[src/rtl/serial_port_pkg.sv]
// shared constants, rate table and hex helpers for the ascii sentence serial port
package serial_port_pkg;
  // ***************************************************************
  // clock, framing and timing
  // ***************************************************************
  localparam int CLK_HZ = 100_000_000;
  localparam int CLK_PERIOD_NS = 10;
  localparam int MS_PERIOD_NS = 1_000_000;
  localparam int MS_CYCLES_DEFAULT = MS_PERIOD_NS / CLK_PERIOD_NS;
  localparam int OVERSAMPLE = 16;
  localparam logic [3:0] SAMPLE_LAST = 4'(OVERSAMPLE - 1);
  localparam logic [3:0] SAMPLE_MID = 4'(OVERSAMPLE / 2 - 1);
  localparam int DATA_BITS = 8;
  localparam int FRAME_BITS = 10;
  localparam logic [3:0] FRAME_COUNT = 4'(FRAME_BITS);
  localparam logic [2:0] DATA_LAST = 3'(DATA_BITS - 1);
  localparam logic LINE_IDLE = 1'b1;
  localparam logic START_LEVEL = 1'b0;
  localparam logic STOP_LEVEL = 1'b1;
  localparam logic ASCII_MSB = 1'b0;

  // ***************************************************************
  // line rates
  // ***************************************************************
  typedef enum logic [2:0] {
    RATE_1200, RATE_2400, RATE_4800, RATE_9600, RATE_19200, RATE_38400
  } rate_type;
  localparam rate_type DEFAULT_RATE = RATE_19200;

  // clock cycles per oversample tick for each rate
  function automatic logic [15:0] rate_divisor(input rate_type r, input int clkHz = CLK_HZ);
    int bps;
    case (r)
      RATE_1200: bps = 1200;
      RATE_2400: bps = 2400;
      RATE_4800: bps = 4800;
      RATE_9600: bps = 9600;
      RATE_38400: bps = 38400;
      default: bps = 19200;
    endcase
    return 16'(clkHz / (bps * OVERSAMPLE));
  endfunction

  // ***************************************************************
  // sentence characters
  // ***************************************************************
  localparam logic [7:0] CHAR_DOLLAR = 8'h24;
  localparam logic [7:0] CHAR_STAR = 8'h2A;
  localparam logic [7:0] CHAR_CR = 8'h0D;
  localparam logic [7:0] CHAR_LF = 8'h0A;
  localparam logic [7:0] ASCII_ZERO = 8'h30;
  localparam logic [7:0] ASCII_NINE = 8'h39;
  localparam logic [7:0] ASCII_UPPER_A = 8'h41;
  localparam logic [7:0] ASCII_UPPER_F = 8'h46;
  localparam logic [7:0] HEX_LETTER_BASE = 8'h37;
  localparam logic [3:0] HEX_TEN = 4'hA;
  localparam logic [3:0] HEX_LETTER_ADJ = 4'h9;

  function automatic logic [7:0] hex_char(input logic [3:0] n);
    if (n < HEX_TEN) return 8'(ASCII_ZERO + {4'h0, n});
    return 8'(HEX_LETTER_BASE + {4'h0, n});
  endfunction

  // {valid, nibble}; only upper-case digits are accepted
  function automatic logic [4:0] hex_value(input logic [7:0] c);
    if (c >= ASCII_ZERO && c <= ASCII_NINE) return {1'b1, c[3:0]};
    if (c >= ASCII_UPPER_A && c <= ASCII_UPPER_F) return {1'b1, 4'(c[3:0] + HEX_LETTER_ADJ)};
    return 5'h00;
  endfunction
endpackage

[src/rtl/serial_char_tx.sv]
// one-character serial transmitter, 16x tick timed
`timescale 1ns/1ps
module serial_char_tx (
  input wire logic clk_sys,
  input wire logic reset_n,
  input wire logic clkEnable,
  input wire logic sampleTick,
  input wire logic [7:0] charData,
  input wire logic charValid,
  output logic charReady,
  output logic lineOut,
  output logic busy
);
  import serial_port_pkg::*;

  logic [9:0] shifter;
  logic [3:0] tickCount;
  logic [3:0] bitCount;

  assign charReady = !busy;
  assign lineOut = shifter[0];

  // load a whole frame, then shift one bit every sixteen ticks
  always_ff @(posedge clk_sys) begin
    if (!reset_n) begin
      shifter <= '1;
      tickCount <= '0;
      bitCount <= '0;
      busy <= 1'b0;
    end else if (clkEnable) begin
      if (!busy && charValid) begin
        shifter <= {STOP_LEVEL, ASCII_MSB, charData[6:0], START_LEVEL};
        tickCount <= '0;
        bitCount <= FRAME_COUNT;
        busy <= 1'b1;
      end else if (busy && sampleTick) begin
        if (tickCount == SAMPLE_LAST) begin
          tickCount <= '0;
          shifter <= {LINE_IDLE, shifter[9:1]};
          bitCount <= bitCount - 4'h1;
          if (bitCount == 4'h1) busy <= 1'b0;
        end else begin
          tickCount <= tickCount + 4'h1;
        end
      end
    end
  end
endmodule // serial_char_tx

[src/rtl/serial_char_rx.sv]
// one-character serial receiver with centre sampling
`timescale 1ns/1ps
module serial_char_rx (
  input wire logic clk_sys,
  input wire logic reset_n,
  input wire logic clkEnable,
  input wire logic sampleTick,
  input wire logic lineIn,
  input wire logic listen,
  output logic [7:0] charData,
  output logic charStrobe,
  output logic frameError,
  output logic busy
);
  import serial_port_pkg::*;

  typedef enum logic [1:0] {RX_IDLE, RX_START, RX_DATA, RX_STOP} rx_state_type;
  rx_state_type state;
  logic [3:0] tickCount;
  logic [2:0] bitIndex;
  logic [7:0] shifter;
  logic prevLine;

  assign busy = state != RX_IDLE;

  // start edge, half-bit check, then one sample per bit centre
  always_ff @(posedge clk_sys) begin
    if (!reset_n) begin
      state <= RX_IDLE;
      tickCount <= '0;
      bitIndex <= '0;
      shifter <= '0;
      charData <= '0;
      charStrobe <= 1'b0;
      frameError <= 1'b0;
      prevLine <= 1'b1;
    end else if (clkEnable) begin
      charStrobe <= 1'b0;
      frameError <= 1'b0;
      prevLine <= lineIn;
      case (state)
        RX_IDLE: begin
          if (listen && prevLine && !lineIn) begin
            state <= RX_START;
            tickCount <= '0;
          end
        end
        RX_START: begin
          if (sampleTick) begin
            tickCount <= tickCount + 4'h1;
            if (tickCount == SAMPLE_MID) begin
              // a glitch shorter than half a bit is dropped here
              state <= lineIn ? RX_IDLE : RX_DATA;
              tickCount <= '0;
              bitIndex <= '0;
            end
          end
        end
        RX_DATA: begin
          if (sampleTick) begin
            tickCount <= tickCount + 4'h1;
            if (tickCount == SAMPLE_LAST) begin
              shifter <= {lineIn, shifter[7:1]};
              bitIndex <= bitIndex + 3'h1;
              if (bitIndex == DATA_LAST) state <= RX_STOP;
            end
          end
        end
        RX_STOP: begin
          if (sampleTick) begin
            tickCount <= tickCount + 4'h1;
            if (tickCount == SAMPLE_LAST) begin
              state <= RX_IDLE;
              if (lineIn == STOP_LEVEL) begin
                charData <= shifter;
                charStrobe <= 1'b1;
              end else begin
                frameError <= 1'b1;
              end
            end
          end
        end
        default: state <= RX_IDLE;
      endcase
    end
  end
endmodule // serial_char_rx

[src/rtl/ascii_sentence_serial_port.sv]
// ascii sentence serial port: rate, framing, checksum, arbitration, duplex
`timescale 1ns/1ps
// Function
// - characters carry one start bit then eight data bits, lsb first
// - no parity; the top data bit of every character is zero
// - one stop bit closes each character; ten bit periods in all
// - line rate comes up at 19200 bits per second
// - rate selectable among 1200, 2400, 4800, 9600, 19200, 38400
// - continuous mode pulses outputDue at the stored repetition rate and sends unsolicited sentences whenever offered
// - every input sentence from the host with a good checksum sets replyOwed until a reply finishes
// - a reply may wait until an unsolicited sentence in flight finishes
// - every sentence ends its data with a two-character checksum
// - checksum is the standard xor of characters between dollar and star
// - full duplex lets transmit and receive run at once
// - half duplex: only one side drives the shared line at a time
module ascii_sentence_serial_port #(
  parameter int MS_CYCLES = serial_port_pkg::MS_CYCLES_DEFAULT,
  parameter int REP_W = 16,
  parameter int CLK_FREQ = serial_port_pkg::CLK_HZ
) (
  input wire logic clk_sys,
  input wire logic reset_n,
  input wire logic clkEnable,
  input wire serial_port_pkg::rate_type rateSel,
  input wire logic rateLoad,
  input wire logic halfDuplex,
  input wire logic continuousMode,
  input wire logic [REP_W-1:0] repeatPeriodMs,
  output logic outputDue,
  input wire logic serialInLine,
  output logic serial_out_line,
  output logic lineDriveEn_n,
  input wire logic [7:0] unsolData,
  input wire logic unsolValid,
  input wire logic unsolLast,
  output logic unsolReady,
  input wire logic [7:0] replyData,
  input wire logic replyValid,
  input wire logic replyLast,
  output logic replyReady,
  output logic [7:0] rxData,
  output logic rxValid,
  output logic rxSentenceEnd,
  output logic rxChecksumOk,
  output logic replyOwed,
  output logic cmdOverrun,
  output logic txBusy
);
  import serial_port_pkg::*;

  localparam int MS_W = $clog2(MS_CYCLES + 1);

  // ***************************************************************
  // line rate and oversample tick
  // ***************************************************************
  rate_type rate;
  logic [15:0] divCount;
  logic [15:0] divisor;
  logic sampleTick;

  assign divisor = rate_divisor(rate, CLK_FREQ);

  // rate holds until software-side logic loads a new one
  always_ff @(posedge clk_sys) begin
    if (!reset_n) begin
      rate <= DEFAULT_RATE;
    end else if (clkEnable && rateLoad) begin
      rate <= rateSel;
    end
  end

  // restart the divider on a rate change so the first tick is full length
  always_ff @(posedge clk_sys) begin
    if (!reset_n) begin
      divCount <= '0;
    end else if (clkEnable) begin
      if (rateLoad || sampleTick) divCount <= '0;
      else divCount <= divCount + 16'h1;
    end
  end
  assign sampleTick = divCount == divisor - 16'h1;

  // ***************************************************************
  // pin synchroniser and character engines
  // ***************************************************************
  logic serialInSync1;
  logic serialInSync2;
  logic [7:0] rxChar;
  logic rxStrobe;
  logic rxFrameErr;
  logic rxBusy;
  logic listen;
  logic [7:0] charData;
  logic charValid;
  logic charReady;
  logic charAccept;
  logic driving;

  // two flops before anything looks at the line
  always_ff @(posedge clk_sys) begin
    if (!reset_n) begin
      serialInSync1 <= LINE_IDLE;
      serialInSync2 <= LINE_IDLE;
    end else if (clkEnable) begin
      serialInSync1 <= serialInLine;
      serialInSync2 <= serialInSync1;
    end
  end

  // own echo on a shared pair must not be taken as input
  assign listen = !(halfDuplex && driving);

  serial_char_rx receiver (
    .clk_sys(clk_sys),
    .reset_n(reset_n),
    .clkEnable(clkEnable),
    .sampleTick(sampleTick),
    .lineIn(serialInSync2),
    .listen(listen),
    .charData(rxChar),
    .charStrobe(rxStrobe),
    .frameError(rxFrameErr),
    .busy(rxBusy)
  );

  serial_char_tx transmitter (
    .clk_sys(clk_sys),
    .reset_n(reset_n),
    .clkEnable(clkEnable),
    .sampleTick(sampleTick),
    .charData(charData),
    .charValid(charValid),
    .charReady(charReady),
    .lineOut(serial_out_line),
    .busy(txBusy)
  );

  // ***************************************************************
  // outgoing sentence framer
  // ***************************************************************
  typedef enum logic [2:0] {
    TX_IDLE, TX_DOLLAR, TX_BODY, TX_STAR, TX_HI, TX_LO, TX_CR, TX_LF
  } tx_state_type;
  tx_state_type txState;
  logic srcReply;
  logic [7:0] txSum;
  logic [7:0] selData;
  logic selValid;
  logic selLast;
  logic startOk;
  logic replyDone;

  assign selData = srcReply ? replyData : unsolData;
  assign selValid = srcReply ? replyValid : unsolValid;
  assign selLast = srcReply ? replyLast : unsolLast;
  assign charAccept = charValid && charReady;
  assign unsolReady = txState == TX_BODY && !srcReply && charReady;
  assign replyReady = txState == TX_BODY && srcReply && charReady;
  assign driving = txState != TX_IDLE || txBusy;
  // on a shared pair never start over a character coming in
  assign startOk = !(halfDuplex && rxBusy);
  assign replyDone = charAccept && txState == TX_LF && srcReply;

  // character offered to the transmitter in each framing step
  always_comb begin
    charValid = 1'b0;
    charData = CHAR_DOLLAR;
    case (txState)
      TX_IDLE: charValid = 1'b0;
      TX_DOLLAR: charValid = 1'b1;
      TX_BODY: begin
        charValid = selValid;
        charData = selData;
      end
      TX_STAR: begin
        charValid = 1'b1;
        charData = CHAR_STAR;
      end
      TX_HI: begin
        charValid = 1'b1;
        charData = hex_char(txSum[7:4]);
      end
      TX_LO: begin
        charValid = 1'b1;
        charData = hex_char(txSum[3:0]);
      end
      TX_CR: begin
        charValid = 1'b1;
        charData = CHAR_CR;
      end
      TX_LF: begin
        charValid = 1'b1;
        charData = CHAR_LF;
      end
      default: charValid = 1'b0;
    endcase
  end

  // unsolicited output wins the start; a pending reply waits it out
  always_ff @(posedge clk_sys) begin
    if (!reset_n) begin
      txState <= TX_IDLE;
      srcReply <= 1'b0;
    end else if (clkEnable) begin
      case (txState)
        TX_IDLE: begin
          if (startOk && continuousMode && unsolValid) begin
            srcReply <= 1'b0;
            txState <= TX_DOLLAR;
          end else if (startOk && replyValid) begin
            srcReply <= 1'b1;
            txState <= TX_DOLLAR;
          end
        end
        TX_DOLLAR: if (charAccept) txState <= TX_BODY;
        TX_BODY: if (charAccept && selLast) txState <= TX_STAR;
        TX_STAR: if (charAccept) txState <= TX_HI;
        TX_HI: if (charAccept) txState <= TX_LO;
        TX_LO: if (charAccept) txState <= TX_CR;
        TX_CR: if (charAccept) txState <= TX_LF;
        TX_LF: if (charAccept) txState <= TX_IDLE;
        default: txState <= TX_IDLE;
      endcase
    end
  end

  // running xor of the body characters as they go out, top bit forced low
  always_ff @(posedge clk_sys) begin
    if (!reset_n) begin
      txSum <= '0;
    end else if (clkEnable && charAccept) begin
      if (txState == TX_DOLLAR) txSum <= '0;
      else if (txState == TX_BODY) txSum <= txSum ^ {ASCII_MSB, selData[6:0]};
    end
  end

  // enable is low while we own the pair; full duplex drives always
  always_ff @(posedge clk_sys) begin
    if (!reset_n) begin
      lineDriveEn_n <= 1'b1;
    end else if (clkEnable) begin
      lineDriveEn_n <= halfDuplex ? !driving : 1'b0;
    end
  end

  // ***************************************************************
  // repetition timer for continuous mode
  // ***************************************************************
  logic [MS_W-1:0] msCount;
  logic [REP_W-1:0] repCount;
  logic msTick;

  assign msTick = msCount == MS_W'(MS_CYCLES - 1);

  // a zero period keeps the timer silent rather than firing every tick
  always_ff @(posedge clk_sys) begin
    if (!reset_n) begin
      msCount <= '0;
      repCount <= '0;
      outputDue <= 1'b0;
    end else if (clkEnable) begin
      outputDue <= 1'b0;
      msCount <= msTick ? '0 : msCount + MS_W'(1);
      if (!continuousMode) begin
        repCount <= '0;
      end else if (msTick) begin
        if (repCount >= repeatPeriodMs - REP_W'(1)) begin
          repCount <= '0;
          outputDue <= repeatPeriodMs != '0;
        end else begin
          repCount <= repCount + REP_W'(1);
        end
      end
    end
  end

  // ***************************************************************
  // incoming sentence parser
  // ***************************************************************
  typedef enum logic [1:0] {P_HUNT, P_BODY, P_HI, P_LO} parse_state_type;
  parse_state_type parseState;
  logic [7:0] rxSum;
  logic [3:0] hiNibble;
  logic [4:0] rxHex;
  logic plainChar;
  logic sentenceGood;

  assign rxHex = hex_value(rxChar);
  assign plainChar = rxStrobe && rxChar[7] == ASCII_MSB && rxChar != CHAR_DOLLAR;
  assign sentenceGood = plainChar && parseState == P_LO && rxHex[4]
    && {hiNibble, rxHex[3:0]} == rxSum;

  // a dollar always restarts; bad characters throw the sentence away
  always_ff @(posedge clk_sys) begin
    if (!reset_n) begin
      parseState <= P_HUNT;
      rxSum <= '0;
      hiNibble <= '0;
      rxData <= '0;
      rxValid <= 1'b0;
      rxSentenceEnd <= 1'b0;
      rxChecksumOk <= 1'b0;
    end else if (clkEnable) begin
      rxValid <= 1'b0;
      rxSentenceEnd <= 1'b0;
      if (rxFrameErr) begin
        parseState <= P_HUNT;
      end else if (rxStrobe && rxChar == CHAR_DOLLAR) begin
        parseState <= P_BODY;
        rxSum <= '0;
      end else if (rxStrobe && rxChar[7] != ASCII_MSB) begin
        parseState <= P_HUNT;
      end else if (plainChar) begin
        case (parseState)
          P_HUNT: parseState <= P_HUNT;
          P_BODY: begin
            if (rxChar == CHAR_STAR) begin
              parseState <= P_HI;
            end else begin
              rxSum <= rxSum ^ rxChar;
              rxData <= rxChar;
              rxValid <= 1'b1;
            end
          end
          P_HI: begin
            hiNibble <= rxHex[3:0];
            parseState <= rxHex[4] ? P_LO : P_HUNT;
          end
          P_LO: begin
            rxSentenceEnd <= 1'b1;
            rxChecksumOk <= sentenceGood;
            parseState <= P_HUNT;
          end
          default: parseState <= P_HUNT;
        endcase
      end
    end
  end

  // owed answer: a new good sentence wins over a reply finishing
  always_ff @(posedge clk_sys) begin
    if (!reset_n) begin
      replyOwed <= 1'b0;
      cmdOverrun <= 1'b0;
    end else if (clkEnable) begin
      cmdOverrun <= sentenceGood && replyOwed && !replyDone;
      if (sentenceGood) replyOwed <= 1'b1;
      else if (replyDone) replyOwed <= 1'b0;
    end
  end
endmodule // ascii_sentence_serial_port

[config.mk]
export PLATFORM = sky130hd
export DESIGN_NAME = ascii_sentence_serial_port
export DESIGN_NICKNAME = d
export VERILOG_FILES = /design/src/rtl/serial_port_pkg.sv /design/src/rtl/serial_char_tx.sv /design/src/rtl/serial_char_rx.sv /design/src/rtl/ascii_sentence_serial_port.sv
export SDC_FILE = /design/constraint.sdc
export NUM_CORES = 1
export LEC_CHECK = 0
export BUFFER_PORTS_ARGS = -buffer_cell sky130_fd_sc_hd__buf_2
export CAP_MARGIN = 10
export CORE_MARGIN = 1.5
export CORE_UTILIZATION = 59
export DETAILED_ROUTE_END_ITERATION = 16
export GPL_ROUTABILITY_DRIVEN = 1
export PLACE_DENSITY_LB_ADDON = 0.05
export RECOVER_POWER = 50
export SETUP_SLACK_MARGIN = 0.3
export SLEW_MARGIN = 30
export SYNTH_ARGS = -nofsm -noshare
export SYNTH_HDL_FRONTEND = slang
export SYNTH_HIERARCHICAL = 1
export SYNTH_SLANG_ARGS = --single-unit
[constraint.sdc]
create_clock -name clk_sys -period 42.4 [get_ports clk_sys]
set_clock_uncertainty 0.05 [all_clocks]
set_input_delay 4.24 -clock clk_sys [delete_from_list [all_inputs] [get_ports clk_sys]]
set_output_delay 4.24 -clock clk_sys [all_outputs]
set_load 0.005 [all_outputs]
# [Word level (Yosys, flattened, before mapping)]
# Cells that the tools add are included.
[word_totals] register_bits=142 input_bits=46 word_cells=296
[classes] addsub=14 div_mod_pow=1 magnitude_cmp=7 n_eq_ne=49 n_mux=110 bitwise=7 reduce_logical=76
[ops] cell="16-bit case mux with 5 select lines" count=1
[ops] cell="16-bit 2-to-1 mux" count=4
[ops] cell="8-bit 2-to-1 mux" count=7
[ops] cell="7-bit case mux with 6 select lines" count=1
[ops] cell="1-bit 2-to-1 mux" count=40
[ops] cell="4-bit 2-to-1 mux" count=10
[ops] cell="3-bit 2-to-1 mux" count=13
[ops] cell="7-bit 2-to-1 mux" count=5
[ops] cell="16-bit by 1-bit adder with 16-bit output (second input constant)" count=2
[ops] cell="28-bit by 32-bit divider with 32-bit output (first input constant)" count=1
[ops] cell="16-bit by 1-bit subtractor with 16-bit output (second input constant)" count=2
[ops] cell="10-bit 2-to-1 mux" count=3
[ops] cell="2-bit 2-to-1 mux" count=15
[ops] cell="1-bit logical AND" count=29
[ops] cell="6-bit by 4-bit adder with 7-bit output (first input constant)" count=4
[ops] cell="3-bit case mux with 8 select lines" count=1
[ops] cell="6-bit AND reduction" count=4
[ops] cell="2-bit != test (second input constant)" count=11
[ops] cell="5-bit 2-to-1 mux" count=4
[ops] cell="2-bit nonzero test" count=10
[ops] cell="3-bit == test (second input constant)" count=6
[ops] cell="9-bit AND reduction" count=2
[ops] cell="17-bit by 1-bit adder with 17-bit output (second input constant)" count=1
[ops] cell="17-bit == test (second input constant)" count=1
[ops] cell="other kinds (47)" count=87

# [Logic depth before layout (Yosys ltp)]
[depth] depth_word=12 ltp_mapped=171 ltp_nobuf=151

# [Cells and area by module]
# Netlist, hierarchy kept.
[modules_own_cells] mod="ascii_sentence_serial_port" n_inst=1 cells_per_inst=2214 area_per_inst_um2=15645.0 seq_area_each_um2=1881.8
[modules_own_cells] mod="serial_char_rx" n_inst=1 cells_per_inst=156 area_per_inst_um2=1386.3 seq_area_each_um2=560.5
[modules_own_cells] mod="serial_char_tx" n_inst=1 cells_per_inst=112 area_per_inst_um2=999.7 seq_area_each_um2=360.3

# [Worst setup path before layout]
# OpenSTA, ideal clock, no wires.
[synth_timing] kind="reg2reg" from="register rate[0]" to="register transmitter.tickCount[3]" setup_time_ns=0.070 arrival_time_ns=32.508 setup_slack_ns=9.772 path_stages_with_launch=161 cell_sequence="dfxtp_1 > clkbuf_1 > or2_1 > clkbuf_1 > clkbuf_1 > clkbuf_1 > clkbuf_1 > nor2_1 > nor2_1 > ha_1 > and3_1 > a31oi_1 > inv_1 > nand2b_1 > ha_1 > or4_1 > o32a_1 > a21oi_2 > (+125 left out) > a21oi_1 > nor2b_1 > o21ai_0 > nand2b_1 > a41o_1 > nand4_1 > a21oi_1 > a211o_1 > nor3_1 > ha_1 > xnor2_1 > or3_1 > nor4_1 > nand3_1 > a211oi_1 > mux2i_1 > or3_1 > a21oi_1"
[synth_between] elab_chain_len=8 word_cells_on_any_way=12 cone_classes="1 x add/sub; 1 x div; 5 x eq/ne; 1 x mux; 4 x reduce/logical"
[synth_rtl] item="start, declared" line="ascii_sentence_serial_port.sv:56" source="rate_type rate;"
[synth_rtl] item="start signal, assigned" line="ascii_sentence_serial_port.sv:68" source="rate <= rateSel;"
[synth_rtl] item="3-bit == test, or another cell as far along" line="serial_port_pkg.sv:33" source="case (r)"
[synth_rtl] item="16-bit case mux with 5 select lines *" line="serial_port_pkg.sv:33"
[synth_rtl] item="28-bit by 32-bit divider with 32-bit output *" line="serial_port_pkg.sv:41" source="return 16'(clkHz / (bps * OVERSAMPLE));"
[synth_rtl] item="16-bit by 1-bit subtractor with 16-bit output *" line="ascii_sentence_serial_port.sv:81" source="assign sampleTick = divCount == divisor - 16'h1;"
[synth_rtl] item="16-bit == test *" line="ascii_sentence_serial_port.sv:81"
[synth_rtl] item="via sampleTick" line="ascii_sentence_serial_port.sv:59" source="logic sampleTick;"
[synth_rtl] item="1-bit logical AND *" line="serial_char_tx.sv:36" source="end else if (busy && sampleTick) begin"
[synth_rtl] item="2-bit nonzero test (no source line) *"
[synth_rtl] item="2-bit AND reduction (no source line) *"
[synth_rtl] item="end signal, assigned" line="serial_char_tx.sv:43" source="tickCount <= tickCount + 4'h1;"
[synth_rtl] item="end, declared" line="serial_char_tx.sv:17" source="logic [3:0] tickCount;"
# The timed path passes the listed nets; every way through them passes the cells marked *.
# A chain may end at the register's enable or synchronous reset.

# [Worst setup path after layout]
[layout_timing] from="register rate[2]" to="register receiver.charData[2]"
[layout_between] elab_chain_len=6 word_cells_on_any_way=10 cone_classes="1 x add/sub; 1 x div; 5 x eq/ne; 1 x mux; 2 x reduce/logical"
[layout_rtl] item="3-bit == test, or another cell as far along" line="serial_port_pkg.sv:33"
[layout_rtl] item="16-bit case mux with 5 select lines *" line="serial_port_pkg.sv:33"
[layout_rtl] item="28-bit by 32-bit divider with 32-bit output *" line="serial_port_pkg.sv:41"
[layout_rtl] item="16-bit by 1-bit subtractor with 16-bit output *" line="ascii_sentence_serial_port.sv:81"
[layout_rtl] item="16-bit == test *" line="ascii_sentence_serial_port.sv:81"
[layout_rtl] item="via sampleTick" line="ascii_sentence_serial_port.sv:59"
[layout_rtl] item="5-bit AND reduction (no source line) *"
[layout_rtl] item="end signal, assigned" line="serial_char_rx.sv:75" source="charData <= shifter;"
[layout_rtl] item="end, declared" line="serial_char_rx.sv:10" source="output logic [7:0] charData,"
# Marks and branches as above.

==> summary.txt <==
Status
  – Status: finished with violations
  – Failing checks: capacitance limit, slew limit

Floorplanning
  – DIE AREA: 0.03160 mm^2
  – Die Y: 177.8 um
  – Die Wd: 177.8 um
  – Initial Utilization: 60.31%
  – CORE AREA: 0.02987 mm^2
  – Top-level port count: 65
  – Row count: 63

STA
  – Final critical-path required period: 39.05 ns
  – WHS: 0.3986 ns
  – Max Slew Vio Count: 52
  – Fmax: 0.02561 GHz
  – TNS Setup: 0 ns
  – Final Hold Viols: 0
  – Unrepaired setup endpoints after global routing: false
  – Final period util: 92.09%
  – Final setup violation count: 0
  – Least-Margin Pin Slew: 2.366 ns
  – Relative slew slack: -57.75%

Min path
  – Hold Path Depth: 2
  – Hold Path Class: reg2reg
  – Hold path endpoint: rxSum[7]$_SDFFE_PN0P_
  – Hold Crit Start: rxSum[7]$_SDFFE_PN0P_

Placed design
  – I/O Buffers: 62
  – Hpwl dp: 40830 um
  – RD Place Congestion: 0.9865
  – Placed Cells incl. Taps: 2848

Layout
  – Nets: 2702
  – Most frequent cells in the layout: nor2_1 (249), nand2_1 (215), ha_1 (179), a21oi_1 (168), o21ai_0 (160)
  – Multi-input gate area: 0.01439 mm^2
  – Non-Filler Instances: 2880
  – Growth of design area from synthesis to finish: 6.076%
  – Diode count: 0
  – Commonest non-fill, non-tap cell in the layout: nor2_1
  – Ratio of cells with drive above 1 in the final layout: 7.871%
  – Fillers: 2747
  – Sequential standard cell area: 0.002804 mm^2

Clock tree
  – H-tree levels: 4
  – CTS Hold Bufs: 0
  – Clock root buffer: clkbuf_16
  – CTS sink cnt: 140
  – Clk_lat worst skew: 0.41 ns
  – Clock transition at path regs: 0.06 ns
  – CTS buffer count: 17
  – Post-CTS Resized: 0
  – CTS Buffer Depth: 2
  – CTS tree: built
  – Setup Buffers After CTS: 0

Drt
  – Vias per Instance: 6.586
  – Wire per inst: 19.05 um
  – Post-Route WL: 54870 um
  – Iteration count of the initial detailed-routing pass: 5
  – Initial DRC count: 1574
  – Final ANT Viol Nets: 0
  – Via count: 18970
  – DRC: 0

Setup path
  – CP Data Arrival Time: 39.33 ns
  – Reg-to-reg critical path endpoint: receiver/charData[2]$_SDFFE_PN0P_
  – Most frequent CP cell: ha_1
  – Critical path peak fanout: 32
  – Reg2Reg Depth: 146
  – CP Data Required Time: 42.69 ns
  – Worst Setup End Kind: flop
  – Nature of the critical path startpoint: flop
  – Cell at the slowest stage of the critical path: nor3_2
  – Worst Path Class, Setup: reg2reg
  – Worst R2R Start: rate[2]$_SDFFE_PN1P_
  – R2R Setup Slk: 3.35 ns
  – Worst path max stage delay: 0.89 ns

Global route
  – Global-route wire length before repair: 88260 um
  – Routing usage on met2: 57.91%
  – Total GRT Usage: 34.45%
  – Initial antenna violation count: 0
  – Met3 Usage GRT: 3.899%
  – GR peak layer: met2
  – Number of global-route vias before repair: 17400
  – Largest net degree at the start of global routing: 65
  – GRT overflow: 0
  – GR Util met1: 45.40%

Job
  – Max cap viols: 1

Yosys
  – Mapped Area: 0.01802 mm^2
  – Mapped Cells: 2480
  – Syn_area_per_cell: 7.265 um^2
  – Synth Warn #: 6
[state kept, by name, indices dropped and copies added, names as in the netlist, 3 cells and up]
register and flops:
msCount 17, divCount 16, repCount 16, transmitter/shifter 9
receiver/charData 8, receiver/shifter 8, rxData 8, rxSum 8
txSum 7, hiNibble 4, receiver/tickCount 4, transmitter/bitCount 4
transmitter/tickCount 4, rate 3, receiver/bitIndex 3, txState 3
[layer usage]
layer / up-vias / routed length (um)
met4: 0 / 1896
met3: 130 / 4048
met2: 793 / 24880
li1: 9138 / -
met1: 8907 / 24050
met5: - / 0
[worst max-delay path, delay by kind of cell, from the launching register on]
kind | cells | cell delay [ns]
flip-flops | 1 | 0.56
buffers and inverters | 8 | 1.72
AND/OR/NAND/NOR | 48 | 12.18
XOR/XNOR | 4 | 0.47
AO/OA/AOI/OAI | 64 | 16.77
adder cells (fa/ha/maj) | 18 | 5.88
multiplexers | 4 | 1.23
[cell type report]
cell class	count	share of cell area [%]
multi-input cells	2134	75.29
flip-flops and latches	140	14.67
repair buffers	96	2.848
well taps	390	2.553
clock buffers	17	2.226
inverters	88	1.728
clock inverters	15	0.6874
[worst max-delay path by stage]
stage	cells after the start	to	slack [ns]	from
after floorplan	160	transmitter/tickCount[3]$_SDFFE_PN0P_	9.77	rate[0]$_SDFFE_PN0P_
after global placement	146	receiver/charData[1]$_SDFFE_PN0P_	5.00	rate[2]$_SDFFE_PN1P_
after detailed placement	146	receiver/charData[5]$_SDFFE_PN0P_	4.44	rate[2]$_SDFFE_PN1P_
after CTS	146	receiver/charData[2]$_SDFFE_PN0P_	4.32	rate[2]$_SDFFE_PN1P_
after global routing	145	receiver/charData[2]$_SDFFE_PN0P_	0.68	rate[2]$_SDFFE_PN1P_
final	146	receiver/charData[2]$_SDFFE_PN0P_	3.35	rate[2]$_SDFFE_PN1P_
[through the flow]
step                worst slack, ns  utilization (%)  area, um^2
floorplan                     9.772                -       18040
global placement              4.999            62.16       18570
detailed placement            4.442            62.17       18570
CTS                           4.320            64.03       19130
global route                 0.6831            63.97       19110
finish                        3.352            63.97       19110
Power is not shown: default switching activity piles up to over one toggle a cycle in this logic, so the estimate is an artifact.
